[src/reo_pkg.sv]
package reo_pkg;

    // ----------------------------------------
    // register offsets
    // ----------------------------------------
    localparam logic [7:0] REO_OFS_OFF_GATE = 8'h9f;
    localparam logic [7:0] REO_OFS_FORCE_FIRST = 8'ha0;
    localparam logic [7:0] REO_OFS_FORCE_SECOND = 8'ha1;

    // ----------------------------------------
    // off-gate field positions
    // ----------------------------------------
    localparam int REO_BIT_SHARED_OFF = 7;
    localparam int REO_BIT_SWITCH_B_ONE_OFF = 6;
    localparam int REO_BIT_SWITCH_A_ONE_OFF = 5;
    localparam int REO_BIT_TERM_OFF = 4;
    localparam logic [7:0] REO_OFF_GATE_RSVD_MASK = 8'h0f;

    // ----------------------------------------
    // first override field positions
    // ----------------------------------------
    localparam int REO_BIT_LDO2_ON = 7;
    localparam int REO_BIT_SWITCH_A_ONE_ON = 6;
    localparam int REO_BIT_BUCK_LSB = 0;
    localparam int REO_NUM_BUCK = 6;

    // ----------------------------------------
    // second override field positions
    // ----------------------------------------
    localparam int REO_BIT_GPO_LSB = 4;
    localparam int REO_NUM_GPO = 4;
    localparam int REO_BIT_TERM_ON = 3;
    localparam int REO_BIT_SHARED_ON = 2;
    localparam int REO_BIT_SWITCH_B_ONE_ON = 1;
    localparam int REO_BIT_LDO3_ON = 0;

    // ----------------------------------------
    // rail vector layout (index into enables)
    // ----------------------------------------
    localparam int REO_NUM_RAIL = 12;
    localparam int REO_RAIL_BUCK1 = 0;
    localparam int REO_RAIL_SWITCH_A_ONE = 6;
    localparam int REO_RAIL_LDO2 = 7;
    localparam int REO_RAIL_LDO3 = 8;
    localparam int REO_RAIL_SWITCH_B_ONE = 9;
    localparam int REO_RAIL_SHARED = 10;
    localparam int REO_RAIL_TERM = 11;

    // ----------------------------------------
    // register write request
    // ----------------------------------------
    typedef struct packed {
        logic wr;
        logic [7:0] addr;
        logic [7:0] data;
    } reo_wr_t;

    // ----------------------------------------
    // factory configuration
    // ----------------------------------------
    typedef struct packed {
        logic [7:0] off_gate_init;
        logic [7:0] force_first_init;
        logic [7:0] force_second_init;
        logic shared_is_switch;
        logic [3:0] gpo_host_ctrl;
    } reo_fuse_t;

endpackage

[src/reo_rail_enable_override_regs.sv]
// Operation
// - off bit 6 clear forces switch_b_one off
// - off bit 5 clear forces switch_a_one off
// - off bit 4 clear forces termination regulator off
// - off bit 7 gates fuse-selected shared rail
// - A0h holds eight force-on bits in order
// - force-on zero leaves hardware request in control
// - force-on one enables rail unless gated off
// - A1h holds output levels and four force-ons
// - off-gate register lives at 9Fh
// - host-controlled outputs follow their level bits
// - termination force-on turns it on unless gated
`timescale 1ns/1ps
`default_nettype none

module reo_rail_enable_override_regs
    import reo_pkg::*;
#(
    parameter int NUM_RAIL = REO_NUM_RAIL,
    parameter int NUM_GPO = REO_NUM_GPO
) (
    // clock and reset
    input wire logic i_clk_sys,
    input wire logic i_reset,
    // register port
    input wire reo_wr_t i_reg_wr,
    input wire logic [7:0] i_reg_rd_addr,
    output logic [7:0] o_reg_rd_data,
    // factory configuration
    input wire reo_fuse_t i_fuse,
    // hardware requests (control pins already resolved, power-good tree)
    input wire logic [NUM_RAIL-1:0] i_rail_control_inputs,
    input wire logic [NUM_RAIL-1:0] i_rail_in_regulation,
    // rail enables
    output logic [NUM_RAIL-1:0] o_rail_enable,
    output logic o_ldo_one_enable,
    output logic o_switch_b_two_enable,
    // general outputs, open-drain style
    output logic [NUM_GPO-1:0] o_gpo_level,
    output logic [NUM_GPO-1:0] o_gpo_oe_n
);

    // ----------------------------------------
    // pin synchronisers
    // ----------------------------------------
    logic [NUM_RAIL-1:0] ctl_s1_q, ctl_s2_q, ctl_s3_q, ctl_q;

    always_ff @(posedge i_clk_sys) begin
        ctl_s1_q <= i_rail_control_inputs;
        ctl_s2_q <= ctl_s1_q;
        ctl_s3_q <= ctl_s2_q;
        if (i_reset) begin
            ctl_q <= '0;
        end else begin
            ctl_q <= ctl_s2_q & ctl_s3_q | ctl_q & (ctl_s2_q | ctl_s3_q);
        end
    end

    // ----------------------------------------
    // register write decode
    // ----------------------------------------
    logic [7:0] off_gate_q, force_first_q, force_second_q;
    logic loaded_q;
    wire hit_off = i_reg_wr.addr == REO_OFS_OFF_GATE;
    wire hit_first = i_reg_wr.addr == REO_OFS_FORCE_FIRST;
    wire hit_second = i_reg_wr.addr == REO_OFS_FORCE_SECOND;
    // a write in the fuse load cycle is dropped
    wire wr_ok = i_reg_wr.wr && loaded_q;
    wire wr_off = wr_ok && hit_off;
    wire wr_first = wr_ok && hit_first;
    wire wr_second = wr_ok && hit_second;
    // reserved bits kept at zero whatever is written
    wire [7:0] off_wr_data = i_reg_wr.data & ~REO_OFF_GATE_RSVD_MASK;
    wire [7:0] off_fuse_data = i_fuse.off_gate_init & ~REO_OFF_GATE_RSVD_MASK;

    // ----------------------------------------
    // fuse load marker
    // ----------------------------------------
    // fuse values taken on the first clock after reset release
    always_ff @(posedge i_clk_sys) begin
        if (i_reset) begin
            loaded_q <= 1'b0;
        end else begin
            loaded_q <= 1'b1;
        end
    end

    // ----------------------------------------
    // off-gate register
    // ----------------------------------------
    always_ff @(posedge i_clk_sys) begin
        if (i_reset) begin
            off_gate_q <= 8'h00;
        end else if (!loaded_q) begin
            off_gate_q <= off_fuse_data;
        end else if (wr_off) begin
            off_gate_q <= off_wr_data;
        end
    end

    // ----------------------------------------
    // first override register
    // ----------------------------------------
    always_ff @(posedge i_clk_sys) begin
        if (i_reset) begin
            force_first_q <= 8'h00;
        end else if (!loaded_q) begin
            force_first_q <= i_fuse.force_first_init;
        end else if (wr_first) begin
            force_first_q <= i_reg_wr.data;
        end
    end

    // ----------------------------------------
    // second override register
    // ----------------------------------------
    always_ff @(posedge i_clk_sys) begin
        if (i_reset) begin
            force_second_q <= 8'h00;
        end else if (!loaded_q) begin
            force_second_q <= i_fuse.force_second_init;
        end else if (wr_second) begin
            force_second_q <= i_reg_wr.data;
        end
    end

    // ----------------------------------------
    // read mux
    // ----------------------------------------
    wire rd_sel_off = i_reg_rd_addr == REO_OFS_OFF_GATE;
    wire rd_sel_first = i_reg_rd_addr == REO_OFS_FORCE_FIRST;
    wire rd_sel_second = i_reg_rd_addr == REO_OFS_FORCE_SECOND;
    // unmapped offsets read as zero
    wire [7:0] rd_d = rd_sel_off ? off_gate_q :
                      rd_sel_first ? force_first_q :
                      rd_sel_second ? force_second_q : 8'h00;

    // ----------------------------------------
    // per-rail gate and force vectors
    // ----------------------------------------
    logic [NUM_RAIL-1:0] gate_vec, force_vec, req_vec, en_d;

    always_comb begin
        gate_vec = '1;
        gate_vec[REO_RAIL_SWITCH_B_ONE] = off_gate_q[REO_BIT_SWITCH_B_ONE_OFF];
        gate_vec[REO_RAIL_SWITCH_A_ONE] = off_gate_q[REO_BIT_SWITCH_A_ONE_OFF];
        gate_vec[REO_RAIL_TERM] = off_gate_q[REO_BIT_TERM_OFF];
        gate_vec[REO_RAIL_SHARED] = off_gate_q[REO_BIT_SHARED_OFF];
        force_vec = '0;
        force_vec[REO_RAIL_BUCK1 +: REO_NUM_BUCK] =
            force_first_q[REO_BIT_BUCK_LSB +: REO_NUM_BUCK];
        force_vec[REO_RAIL_SWITCH_A_ONE] = force_first_q[REO_BIT_SWITCH_A_ONE_ON];
        force_vec[REO_RAIL_LDO2] = force_first_q[REO_BIT_LDO2_ON];
        force_vec[REO_RAIL_LDO3] = force_second_q[REO_BIT_LDO3_ON];
        force_vec[REO_RAIL_SWITCH_B_ONE] = force_second_q[REO_BIT_SWITCH_B_ONE_ON];
        force_vec[REO_RAIL_SHARED] = force_second_q[REO_BIT_SHARED_ON];
        force_vec[REO_RAIL_TERM] = force_second_q[REO_BIT_TERM_ON];
    end

    // hardware request only matters while force-on is low
    assign req_vec = ctl_q | i_rail_in_regulation;
    // off gate wins over force-on
    assign en_d = loaded_q ? (gate_vec & (force_vec | req_vec)) : '0;

    // ----------------------------------------
    // general outputs
    // ----------------------------------------
    wire [NUM_GPO-1:0] lvl_bits = force_second_q[REO_BIT_GPO_LSB +: NUM_GPO];
    // host-controlled pins: low level pulls, high level releases
    wire [NUM_GPO-1:0] oe_n_d = ~(i_fuse.gpo_host_ctrl & ~lvl_bits);

    // ----------------------------------------
    // output flops: read data
    // ----------------------------------------
    always_ff @(posedge i_clk_sys) begin
        if (i_reset) begin
            o_reg_rd_data <= 8'h00;
        end else begin
            o_reg_rd_data <= rd_d;
        end
    end

    // ----------------------------------------
    // output flops: rail enables
    // ----------------------------------------
    always_ff @(posedge i_clk_sys) begin
        if (i_reset) begin
            o_rail_enable <= '0;
        end else begin
            o_rail_enable <= en_d;
        end
    end

    // ----------------------------------------
    // output flops: shared rail steering
    // ----------------------------------------
    // shared enable steered by fuse selection
    wire ldo_one_d = en_d[REO_RAIL_SHARED] & ~i_fuse.shared_is_switch;
    wire switch_b_two_d = en_d[REO_RAIL_SHARED] & i_fuse.shared_is_switch;

    always_ff @(posedge i_clk_sys) begin
        if (i_reset) begin
            o_ldo_one_enable <= 1'b0;
            o_switch_b_two_enable <= 1'b0;
        end else begin
            o_ldo_one_enable <= ldo_one_d;
            o_switch_b_two_enable <= switch_b_two_d;
        end
    end

    // ----------------------------------------
    // output flops: general outputs
    // ----------------------------------------
    always_ff @(posedge i_clk_sys) begin
        if (i_reset) begin
            o_gpo_level <= '0;
            o_gpo_oe_n <= '1;
        end else begin
            o_gpo_level <= lvl_bits & i_fuse.gpo_host_ctrl;
            o_gpo_oe_n <= oe_n_d;
        end
    end

endmodule

`default_nettype wire

[config.mk]
export PLATFORM = sky130hd
export DESIGN_NAME = reo_rail_enable_override_regs
export DESIGN_NICKNAME = d
export VERILOG_FILES = /design/src/reo_pkg.sv /design/src/reo_rail_enable_override_regs.sv
export SDC_FILE = /design/constraint.sdc
export NUM_CORES = 1
export LEC_CHECK = 0
export BUFFER_PORTS_ARGS = -buffer_cell sky130_fd_sc_hd__buf_4
export CAP_MARGIN = 15
export CORE_ASPECT_RATIO = 2
export CORE_MARGIN = 1.5
export CORE_UTILIZATION = 49
export DETAILED_ROUTE_END_ITERATION = 6
export MAX_ROUTING_LAYER = met4
export PLACE_DENSITY = 0.78
export SLEW_MARGIN = 40
export SYNTH_ARGS = -nofsm -noshare
export SYNTH_HDL_FRONTEND = slang
export SYNTH_SLANG_ARGS = --single-unit
export TNS_END_PERCENT = 20
[constraint.sdc]
create_clock -name i_clk_sys -period 1.9 [get_ports i_clk_sys]
set_clock_uncertainty 0.15 [all_clocks]
set_input_delay 0 -clock i_clk_sys [delete_from_list [all_inputs] [get_ports i_clk_sys]]
set_output_delay 0 -clock i_clk_sys [all_outputs]
set_load 0.005 [all_outputs]
Word level (Yosys, flattened, before mapping)
Index checks and enable logic that the tools add are counted.
{ "totals": {"word_cells": 57, "output_inout_bits": 30, "reg_bits": 99, "input_bits": 80} }
{ "op_classes": {"eq_ne": 9, "mux": 11, "n_bitwise": 15, "reduce_logical": 6} }
{ "ops": {"columns": ["cell", "n"], "rows": [
  ["2-to-1 mux 8 bit", 9],
  ["== test 8 bit, second input constant", 6],
  ["OR 12 bit", 4],
  ["bitwise AND 12 bit", 3],
  ["2-to-1 mux 11 bit", 1],
  ["bitwise AND 4 bit", 2],
  ["inverter 4 bit", 2],
  ["inequality test 2 x 1 -> 1 bit, second input constant", 3],
  ["logical AND 1 bit", 4],
  ["OR reduction 2 bit", 2],
  ["bitwise AND 1 bit", 2],
  ["inverter 1 bit", 2],
  ["2-to-1 mux 1 bit", 1]
]} }

Depth between registers and ports, before layout
Gate-level depths: netlist of the first run.
{ "logic_depth": {"ltp_word": 5, "mapped_depth": 5, "mapped_depth_nobuf": 3} }

Worst setup path before layout of the first run
OpenSTA, ideal clock, no wires.
{ "synth_timing": {"kind": "register to register", "start": "register loaded_q", "end": "register force_second_q[1]", "period_less_slack_ns": 1.625, "path_stages_with_launch": 5, "t_arrival_ns": 1.401, "setup_ns": 0.074, "t_required_ns": 1.676, "slack_ns": 0.275, "path_buffers": 1, "cell_sequence": "dfxtp_1 nand4b_1 clkbuf_1 or4_1 a31oi_1"} }
{ "synth_via": {"elab_chain_len": 3, "word_cells_on_any_way": 4, "cone_classes": "eq/ne: 1; mux: 1; reduce/logical: 2"} }
{ "synth_rtl": {"columns": ["item", "line_no", "rtl"], "rows": [
  ["start: declaration", "reo_rail_enable_override_regs.sv:63", "logic loaded_q;"],
  ["start signal: assignment", "reo_rail_enable_override_regs.sv:82", "loaded_q <= 1'b0;"],
  ["start signal: assignment", "reo_rail_enable_override_regs.sv:84", "loaded_q <= 1'b1;"],
  ["logical AND 1 bit", "reo_rail_enable_override_regs.sv:68", "wire wr_ok = i_reg_wr.wr && loaded_q;"],
  ["logical AND 1 bit", "reo_rail_enable_override_regs.sv:71", "wire wr_second = wr_ok && hit_second;"],
  ["inequality test 2 x 1 -> 1 bit (no line)", null, null],
  ["end signal: assignment", "reo_rail_enable_override_regs.sv:121", "force_second_q <= i_fuse.force_second_init;"],
  ["end signal: assignment", "reo_rail_enable_override_regs.sv:123", "force_second_q <= i_reg_wr.data;"],
  ["end: declaration", "reo_rail_enable_override_regs.sv:62", "logic [7:0] off_gate_q, force_first_q, force_second_q;"]
]} }
Parallel ways exist; a longest one is shown, timed or not.
A chain may end at the register's enable or synchronous reset.

Final worst setup path of the first run
{ "layout_timing": {"start": "input i_reg_wr[12] (netlist bit)", "end": "register force_first_q[2]"} }
{ "layout_via": {"elab_chain_len": 3} }
{ "layout_rtl": {"columns": ["item", "line_no", "rtl"], "rows": [
  ["start: declaration", "reo_rail_enable_override_regs.sv:26", "input wire reo_wr_t i_reg_wr,"],
  ["== test 8 bit", "reo_rail_enable_override_regs.sv:65", "wire hit_first = i_reg_wr.addr == REO_OFS_FORCE_FIRST;"],
  ["logical AND 1 bit", "reo_rail_enable_override_regs.sv:70", "wire wr_first = wr_ok && hit_first;"],
  ["inequality test 2 x 1 -> 1 bit (no line)", null, null],
  ["end signal: assignment", "reo_rail_enable_override_regs.sv:108", "force_first_q <= i_fuse.force_first_init;"],
  ["end signal: assignment", "reo_rail_enable_override_regs.sv:110", "force_first_q <= i_reg_wr.data;"],
  ["end: declaration", "reo_rail_enable_override_regs.sv:62", null]
]} }
Every way passes these cells.

==> results.yml, run 1 <==
die:
  starting_density_of_the_core_pct: 50.3
  rows: 42
  design.core.area_mm2: 0.00662
  dieHeight_um: 120
  floorplan.die.width_um: 61.3
  die_area_mm2: 0.00733
  ios: 110
cts:
  cts.sink_count: 99
  cts_htree_levels: 3
  numCtsBuffers: 9
  clock_insertion_delay_worst_skew_ps: 350
  clockRootBuffer: "sky130_fd_sc_hd__clkbuf_16"
  clk_pin_slew_worst_paths_ps: 70
  tritoncts: "done"
  clock_tree.buffer_depth: 2
global_route:
  wire_length_of_the_first_global_routing_pass_um: 15100
  gr-total-overflow: 0
  antenna_found_initial: 0
  global_route.usage.total_pct: 29.0
  grt_pass1_vias: 3206
  pin_count_of_the_biggest_net_entering_global_routing: 41
power:
  power.density_mw_per_mm2: 863
  cellLeakagePower_nw: 2.21
  power.ir.vdd_worst_v: 0.00103
timing:
  post-route-worst-setup-slack_ps: 53.8
  slew_headroom_pct: 66.0
  worstMarginPinSlew_ps: 506
  grt_setup_unrepaired: "yes"
  finalHoldViolations: 0
  finalMaxSlewViolations: 0
  final-setup-viol-count: 0
  fmax_mhz: 542
  min_period_ps: 1850
  portion_of_the_clock_cycle_consumed_by_the_worst_path_in_the_final_layout_pct: 97.2
  setup-tns-final_ps: 0
status:
  outcome: "completed"
critical_path:
  start_kind: "input pin"
  critical_path_required_ps: 2040
  path_max_fanout: 9
  criticalPathCategory: "input pin to register"
  critPathCaptureType: "register"
  crit_arrival_ps: 1990
yosys:
  synthCells: 322
  synth-edff-count: 0
  area_share_of_the_largest_cell_type_after_synthesis_pct: 59.5
  synth.yosys.seq_area_share_pct: 59.5
  ys_dominant_reg_cell: "sky130_fd_sc_hd__dfxtp_1"
  post_synth.cell_area_avg_um2: 10.3
  async_flop_share_pct: 0
  yosysUniqueCellTypes: 34
  synth-warning-count: 0
  synthesis.area_mm2: 0.00333
  syn_nets: 402
  netlist.top_cell.by_area: "sky130_fd_sc_hd__dfxtp_1"
  ys_top_cells_by_area: "sky130_fd_sc_hd__dfxtp_1 (60%), sky130_fd_sc_hd__o21ai_0 (3.3%), sky130_fd_sc_hd__o31ai_1 (3.2%), sky130_fd_sc_hd__a21oi_1 (2.4%), sky130_fd_sc_hd__nor3_1 (2.4%)"
  synth_seq_cells: 99
routing:
  ant_nets: 0
  first_pass_iters: 5
  drtIter0Drc: 195
  vias: 3285
  detail_route.wl_per_cell_um: 17.1
  detail_route.wirelength_um: 10200
  vias_per_cell: 5.51
  drc_errors: 0
placed_design:
  globalplace.congestion: 0.821
  place_ws_ps: 171
  io_buffers: 105
  place.detailed.instances: 502
  dp_hpwl_um: 6060
  post_dp_cell_area_mm2: 0.00420
layout:
  finalInstanceArea_mm2: 0.00530
  core_occupancy_in_the_finished_layout_pct: 80.1
  nets: 583
  synth_to_final_area_change_pct: 59.2
  num-fill-cells: 407
  layout-drive-gt1-share_pct: 28.5
  num_antenna_cells: 0
  fin_cells: 596
flow_run:
  reported_max_cap_violation_count: 0
worst_hold_path:
  worstHoldPathType: "input pin to register"
critical path, cell delays in order:
cell                            delay [ps]
sky130_fd_sc_hd__buf_4                 120
sky130_fd_sc_hd__dlygate4sd3_1         580
sky130_fd_sc_hd__nor3b_4               410
sky130_fd_sc_hd__nand3_1               130
sky130_fd_sc_hd__a31oi_1               180
sky130_fd_sc_hd__dlygate4sd3_1         560
final timing paths:
check / start / to / slack (ps) / cells past startpoint
worst max-delay path: i_reg_wr[12] / force_first_q[2] / 50 / 6
worst min-delay path: i_reg_wr[13] / force_first_q[1] / 9 / 4
worst max register to register: loaded_q / force_first_q[2] / 60 / 5
worst min register to register: ctl_s1_q[0] / ctl_s2_q[0] / 180 / 0
through the flow:
stage | hold WS [ps] | power [mW]
6_report | 9.37 | 4.58
5_1_grt | 29.7 | 4.72
4_1_cts | 5.13 | 4.56
3_5_place_dp | -44.3 | 2.66
3_3_place_gp | -45.5 | 2.65
2_1_floorplan | -122 | 2.44
synth_stat cells, drive strengths merged, types with 7 or more instances:
master	number
nor2	21
nand3	14
clkbuf	15
a21oi	16
nor3	16
o31ai	14
nand2	19
dfxtp	99
o311a	7
a31oi	10
a311oi	7
o21ai	22
cell usage in the layout (no fill, tap or decap), types with 5 or more instances in the layout:
cell and n:
sky130_fd_sc_hd__clkbuf_16 9, sky130_fd_sc_hd__a21oi_1 16, sky130_fd_sc_hd__o311a_1 7, sky130_fd_sc_hd__a311oi_1 7, sky130_fd_sc_hd__inv_1 5, sky130_fd_sc_hd__o21ai_0 22
sky130_fd_sc_hd__dlygate4sd3_1 76, sky130_fd_sc_hd__dfxtp_1 98, sky130_fd_sc_hd__a31oi_1 10, sky130_fd_sc_hd__nor4b_1 5, sky130_fd_sc_hd__o31ai_1 13, sky130_fd_sc_hd__nand3_1 14
sky130_fd_sc_hd__buf_4 111, sky130_fd_sc_hd__nand2_1 18, sky130_fd_sc_hd__nor3_1 14, sky130_fd_sc_hd__nor2_1 21
final cells by class:
cell class / count / area [um2] / area share, %
clock buffer: 10 / 229 / 4.32
clock inverter: 6 / 65.1 / 1.23
inverter: 5 / 18.8 / 0.354
multi-input combinational: 198 / 1280 / 24.1
sequential: 99 / 1980 / 37.4
tap: 88 / 110 / 2.08
timing repair buffer: 190 / 1620 / 30.6
per-layer routing:
metal,track usage (%),vias to the layer above,routed length (um)
li1,-,1559,-
met1,28.1,1552,3540
met2,51.6,143,5810
met3,4.09,31,443
met4,15.8,0,414
met5,-,-,0
sequential cells by signal, summed over array words and instances (netlist names):
| signal | cells |
|---|---|
| ctl_q | 12 |
| ctl_s1_q | 12 |
| ctl_s2_q | 12 |
| ctl_s3_q | 12 |
| force_first_q | 8 |
| force_second_q | 8 |
| loaded_q | 1 |
| o_gpo_level | 4 |
| o_gpo_oe_n | 4 |
| o_ldo_one_enable | 1 |
| o_rail_enable | 12 |
| o_reg_rd_data | 8 |
| o_switch_b_two_enable | 1 |
| off_gate_q | 4 |
logic make-up (layout without fill, tap and decap cells):
| group | count (synthesis) | count (layout) | share of synthesized area [%] |
|---|---|---|---|
| flops | 99 | 99 | 59.5 |
| mux | 8 | 8 | 2.55 |
| buf+inv | 25 | 211 | 3.12 |
| simple gates | 108 | 108 | 18.0 |
| compound gates | 82 | 82 | 16.8 |
power by group:
group,internal [mW],total (mW),switching [mW],leakage (nW)
combinational,0.312,0.522,0.210,1.24
clock,1.02,1.80,0.780,0.148
sequential,2.18,2.25,0.0671,0.823
total,3.52,4.58,1.06,2.21
timing repair:
| action | CTS | global route |
|---|---|---|
| buffers inserted | 0 | 1 |
| resized for setup | 0 | 10 |
| hold endpoints to repair | 74 | 2 |
| endpoints found under the setup margin | 0 | 6 |
| hold buffers | 76 | 1 |
No activity file was read; power rests on OpenSTA's default activity.
==> run 2: changes to the inputs <==
--- a/config.mk
+++ b/config.mk
@@ -5,6 +5,7 @@
 export SDC_FILE = /design/constraint.sdc
 export NUM_CORES = 1
 export LEC_CHECK = 0
+export ABC_AREA = 1
 export BUFFER_PORTS_ARGS = -buffer_cell sky130_fd_sc_hd__buf_4
 export CAP_MARGIN = 15
 export CORE_ASPECT_RATIO = 2
==> results.yml, run 2 <==
critical_path:
  crit_arrival_ps: 1900
  start_kind: "register"
  critPathCaptureType: "register"
  critical_path_required_ps: 2040
  path_max_fanout: 16
  criticalPathCategory: "register to register"
global_route:
  pin_count_of_the_biggest_net_entering_global_routing: 21
  wire_length_of_the_first_global_routing_pass_um: 14500
  global_route.usage.total_pct: 27.6
  gr-total-overflow: 0
  grt_pass1_vias: 3259
  antenna_found_initial: 0
placed_design:
  place.detailed.instances: 573
  dp_hpwl_um: 5880
  post_dp_cell_area_mm2: 0.00418
  io_buffers: 105
  globalplace.congestion: 0.839
cts:
  post_cts.repair.setup_buffers: 0
  tritoncts: "done"
  cts_htree_levels: 3
  clock_tree.buffer_depth: 2
  clk_pin_slew_worst_paths_ps: 70
  clock_insertion_delay_worst_skew_ps: 340
  clockRootBuffer: "sky130_fd_sc_hd__clkbuf_16"
  cts.sink_count: 99
  numCtsBuffers: 9
routing:
  detail_route.wl_per_cell_um: 13.9
  detail_route.wirelength_um: 9110
  vias: 3286
  drc_errors: 0
  drtIter0Drc: 149
  vias_per_cell: 5.02
  first_pass_iters: 5
  ant_nets: 0
yosys:
  synth-edff-count: 0
  ys_top_cells_by_area: "sky130_fd_sc_hd__dfxtp_1 (59%), sky130_fd_sc_hd__nand2_1 (9.5%), sky130_fd_sc_hd__nor2_1 (6.6%), sky130_fd_sc_hd__a21oi_1 (4.4%), sky130_fd_sc_hd__nand3_1 (3.8%)"
  syn_nets: 469
  post_synth.cell_area_avg_um2: 8.57
  synthesis.area_mm2: 0.00333
  synth_seq_cells: 99
  ys_top_cells_by_count: "sky130_fd_sc_hd__dfxtp_1 (99), sky130_fd_sc_hd__nand2_1 (84), sky130_fd_sc_hd__nor2_1 (59), sky130_fd_sc_hd__a21oi_1 (29), sky130_fd_sc_hd__nand3_1 (25)"
  yosysUniqueCellTypes: 22
  async_flop_share_pct: 0
  synth.yosys.seq_area_share_pct: 59.5
  ys_dominant_reg_cell: "sky130_fd_sc_hd__dfxtp_1"
  synthMostInstantiatedCell: "sky130_fd_sc_hd__dfxtp_1"
  synthCells: 389
  synth-warning-count: 0
  area_share_of_the_largest_cell_type_after_synthesis_pct: 59.5
  netlist.top_cell.by_area: "sky130_fd_sc_hd__dfxtp_1"
worst_hold_path:
  worstHoldPathType: "input pin to register"
layout:
  core_occupancy_in_the_finished_layout_pct: 78.4
  finalInstanceArea_mm2: 0.00519
  fin_cells: 655
  num_antenna_cells: 0
  nets: 642
  layout_commonest_cell: "sky130_fd_sc_hd__buf_4"
  num-fill-cells: 457
  synth_to_final_area_change_pct: 55.8
  layout-drive-gt1-share_pct: 24.2
  final_cell_mix: "sky130_fd_sc_hd__buf_4 (108), sky130_fd_sc_hd__dfxtp_1 (99), sky130_fd_sc_hd__nand2_1 (84)"
die:
  floorplan.die.width_um: 61.3
  ios: 110
  dieHeight_um: 120
  die_area_mm2: 0.00733
  rows: 42
  design.core.area_mm2: 0.00662
  starting_density_of_the_core_pct: 50.3
power:
  cellInternalPower_mw: 3.75
  power.switching_mw: 1.04
  power_frac_clock_pct: 43.1
  switching_share_pct: 21.7
  p_seq_share_pct: 46.7
  combinationalPowerShare_pct: 10.1
  power.density_mw_per_mm2: 924
  cellLeakagePower_nw: 2.44
  power.ir.vdd_worst_v: 0.000664
status:
  outcome: "completed"
timing:
  setup-tns-final_ps: 0
  worstMarginPinSlew_ps: 621
  grt_setup_unrepaired: "no"
  final-setup-viol-count: 0
  min_period_ps: 1760
  portion_of_the_clock_cycle_consumed_by_the_worst_path_in_the_final_layout_pct: 92.7
  fmax_mhz: 568
  finalMaxSlewViolations: 0
  slew_headroom_pct: 58.5
  finalHoldViolations: 0
flow_run:
  reported_max_cap_violation_count: 0
## run 2: final timing paths
path,from,endpoint,cells past startpoint,slack [ps]
setup / recovery,loaded_q,o_ldo_one_enable,4,140
hold / removal,i_reset,o_gpo_oe_n[1],4,7
setup reg to reg,loaded_q,o_ldo_one_enable,4,140
hold reg to reg,ctl_s1_q[3],ctl_s2_q[3],0,180
## run 2: metal layers
metal / part of all wire (%) / track usage [%] / routed length (um) / vias up
li1: - / - / - / 1605
met4: 3.0 / 14.8 / 274 / 0
met3: 5.0 / 5.17 / 457 / 25
met2: 58 / 48.0 / 5250 / 131
met1: 34 / 27.2 / 3120 / 1525
met5: 0 / - / 0 / -
## run 2: cell type report
| type | count | area [um2] | area share, % |
|---|---|---|---|
| Clock buffer | 9 | 225 | 4.34 |
| Clock inverter | 7 | 123 | 2.36 |
| Inverter | 24 | 90.1 | 1.74 |
| Multi-Input combinational cell | 253 | 1180 | 22.7 |
| Sequential cell | 99 | 1980 | 38.2 |
| Tap cell | 88 | 110 | 2.12 |
| Timing Repair Buffer | 175 | 1480 | 28.6 |
## run 2: logic make-up after synthesis
group                  synth area share (%)
AO/OA/AOI/OAI                          8.52
AND/OR/NAND/NOR                        26.7
buffers and inverters                  5.26
flip-flops                             59.5
## run 2: stage by stage
| stage | setup WS [ps] | hold slack [ps] | power (mW) |
|---|---|---|---|
| finish | 139 | 7.30 | 4.79 |
| global route | 49.4 | 20.6 | 4.98 |
| CTS | 95.2 | 1.94 | 4.81 |
| detailed placement | 325 | -44.3 | 2.65 |
| global placement | 365 | -45.6 | 2.64 |
| floorplan | 594 | -122 | 2.45 |
## run 2: worst max-delay path, stage by stage, from the launching register on
cell and delay (ps):
sky130_fd_sc_hd__dfxtp_1 480, sky130_fd_sc_hd__buf_6 230, sky130_fd_sc_hd__nand3_1 170, sky130_fd_sc_hd__nor2_1 130, sky130_fd_sc_hd__dlygate4sd3_1 550
## run 2: power by group through the flow
stage	Clock [mW]	Combinational, mW	Sequential [mW]
after global routing	2.19	0.532	2.25
after global placement	0	0.359	2.28
after CTS	2.09	0.477	2.24
final	2.07	0.486	2.24
after detailed placement	0	0.367	2.29
after floorplan	0	0.180	2.27
## run 2: repair_timing
action	in CTS	in global routing
endpoints found under the setup margin	0	2
hold endpoints to repair	60	0
resized for setup	0	2
hold buffers	66	0
==> run 3: changes to the inputs <==
==> constraint.sdc (replaced) <==
create_clock -name i_clk_sys -period 1.63 [get_ports i_clk_sys]
set_clock_uncertainty 0.15 [all_clocks]
set_input_delay 0 -clock i_clk_sys [delete_from_list [all_inputs] [get_ports i_clk_sys]]
set_output_delay 0 -clock i_clk_sys [all_outputs]
set_load 0.005 [all_outputs]
==> results.yml, run 3 (same netlist as run 2, synthesis figures left out) <==
die:
  ios: 110
  rows: 42
  design.core.area_mm2: 0.00662
  floorplan.die.width_um: 61.3
  starting_density_of_the_core_pct: 50.3
  die_area_mm2: 0.00733
  dieHeight_um: 120
routing:
  first_pass_iters: 4
  drc_errors: 0
  vias_per_cell: 5.07
  detail_route.wl_per_cell_um: 14.9
  vias: 3304
  ant_nets: 0
  detail_route.wirelength_um: 9740
  drtIter0Drc: 201
layout:
  layout_commonest_cell: "sky130_fd_sc_hd__buf_4"
  nets: 640
  fin_cells: 652
  num_antenna_cells: 0
  layout-drive-gt1-share_pct: 24.5
  num-fill-cells: 480
  final_cell_mix: "sky130_fd_sc_hd__buf_4 (110), sky130_fd_sc_hd__dfxtp_1 (98), sky130_fd_sc_hd__nand2_1 (84)"
  synth_to_final_area_change_pct: 52.8
power:
  power.density_mw_per_mm2: 1000
  cellInternalPower_mw: 3.94
  power_frac_clock_pct: 37.6
  switching_share_pct: 23.0
  p_seq_share_pct: 51.2
  combinationalPowerShare_pct: 11.1
  cellLeakagePower_nw: 2.39
  power.ir.vdd_worst_v: 0.00107
  power.total_mw: 5.11
  power.switching_mw: 1.17
timing:
  fmax_mhz: 667
  finalHoldViolations: 0
  grt_setup_unrepaired: "no"
  min_period_ps: 1500
  post-route-worst-setup-slack_ps: 131
  setup-tns-final_ps: 0
  portion_of_the_clock_cycle_consumed_by_the_worst_path_in_the_final_layout_pct: 92.0
  slew_headroom_pct: 73.2
  worstMarginPinSlew_ps: 402
  finalMaxSlewViolations: 0
  timing.hold.ws_ps: 1.24
  final-setup-viol-count: 0
cts:
  clock_insertion_delay_worst_skew_ps: 340
  clock_tree.buffer_depth: 2
  cts.sink_count: 99
  clockRootBuffer: "sky130_fd_sc_hd__clkbuf_16"
  numCtsBuffers: 9
  clk_pin_slew_worst_paths_ps: 60
  tritoncts: "done"
  cts_htree_levels: 3
global_route:
  gr-total-overflow: 0
  grt_pass1_vias: 3348
  antenna_found_initial: 0
  wire_length_of_the_first_global_routing_pass_um: 15100
  global_route.usage.total_pct: 29.3
  pin_count_of_the_biggest_net_entering_global_routing: 23
placed_design:
  dp_hpwl_um: 5920
  globalplace.congestion: 0.894
  place_ws_ps: 180
  place.detailed.instances: 574
  io_buffers: 105
critical_path:
  crit_arrival_ps: 1630
  path_max_fanout: 22
  timing.critical_path.slowest_cell_delay_ps: 460
  critical_path_required_ps: 1760
  critical-path-top-cell-by-count: "sky130_fd_sc_hd__nand2_1"
  critPathCaptureType: "register"
  cp_cell_sequence: "buf_4, nand2_1, a21boi_0, nand2_1, nand2_1, nor2_1"
  critical-path-slowest-cell: "sky130_fd_sc_hd__dfxtp_2"
  criticalPathCategory: "register to register"
  start_kind: "register"
flow_run:
  reported_max_cap_violation_count: 0
status:
  outcome: "completed"
worst_hold_path:
  worstHoldPathType: "input pin to register"
## run 3: layout make-up
type	count	area, um2	share of cell area [%]
timing repair buffer	172	1450	28.4
clock inverter	3	25.0	0.492
timing repair inverter	1	7.51	0.147
multi-input combinational	253	1180	23.1
tap	88	110	2.16
sequential	99	1980	39.0
inverter	24	93.8	1.84
clock buffer	12	246	4.84
## run 3: metal layers
metal	vias to the layer above	global-route usage, %	part of all wire, %
met5	-	-	0
met4	0	20.1	6.0
met3	46	7.00	5.7
met2	152	50.3	56
met1	1506	26.4	33
li1	1600	-	-
## run 3: critical path: cells and delay by family, from the launching register on
family	cells	cell delay [ps]
AOI/OAI and AO/OA	1	140
buffers and inverters	1	330
DFF	1	460
and+or+nand+nor	4	360
## run 3: worst paths after layout
kind	from	to	slack [ps]	cells after the start
max reg2reg	loaded_q	force_first_q[6]	130	6
min	i_reg_rd_addr[4]	o_reg_rd_data[6]	1	7
max	loaded_q	force_first_q[6]	130	6
min reg2reg	ctl_s1_q[7]	ctl_s2_q[7]	180	0
## run 3: power by group through the flow
stage | combinational (mW) | sequential (mW) | clock (mW)
2_1_floorplan | 0.210 | 2.64 | 0
3_3_place_gp | 0.422 | 2.66 | 0
3_5_place_dp | 0.431 | 2.67 | 0
4_1_cts | 0.551 | 2.61 | 1.93
5_1_grt | 0.623 | 2.63 | 2.04
6_report | 0.570 | 2.62 | 1.92
## run 3: metrics by stage
step | utilization [%] | instance area, um2
2_1_floorplan | - | 3330
3_3_place_gp | 63.2 | 4180
3_5_place_dp | 63.2 | 4180
4_1_cts | 76.6 | 5070
5_1_grt | 76.9 | 5090
6_report | 76.9 | 5090
## run 3: what timing repair did
item                       CTS  global route
setup endpoints to repair    0             5
hold endpoints to repair    59             0
hold buffers                62             0
gates resized for setup      0             4
setup buffers                0             0
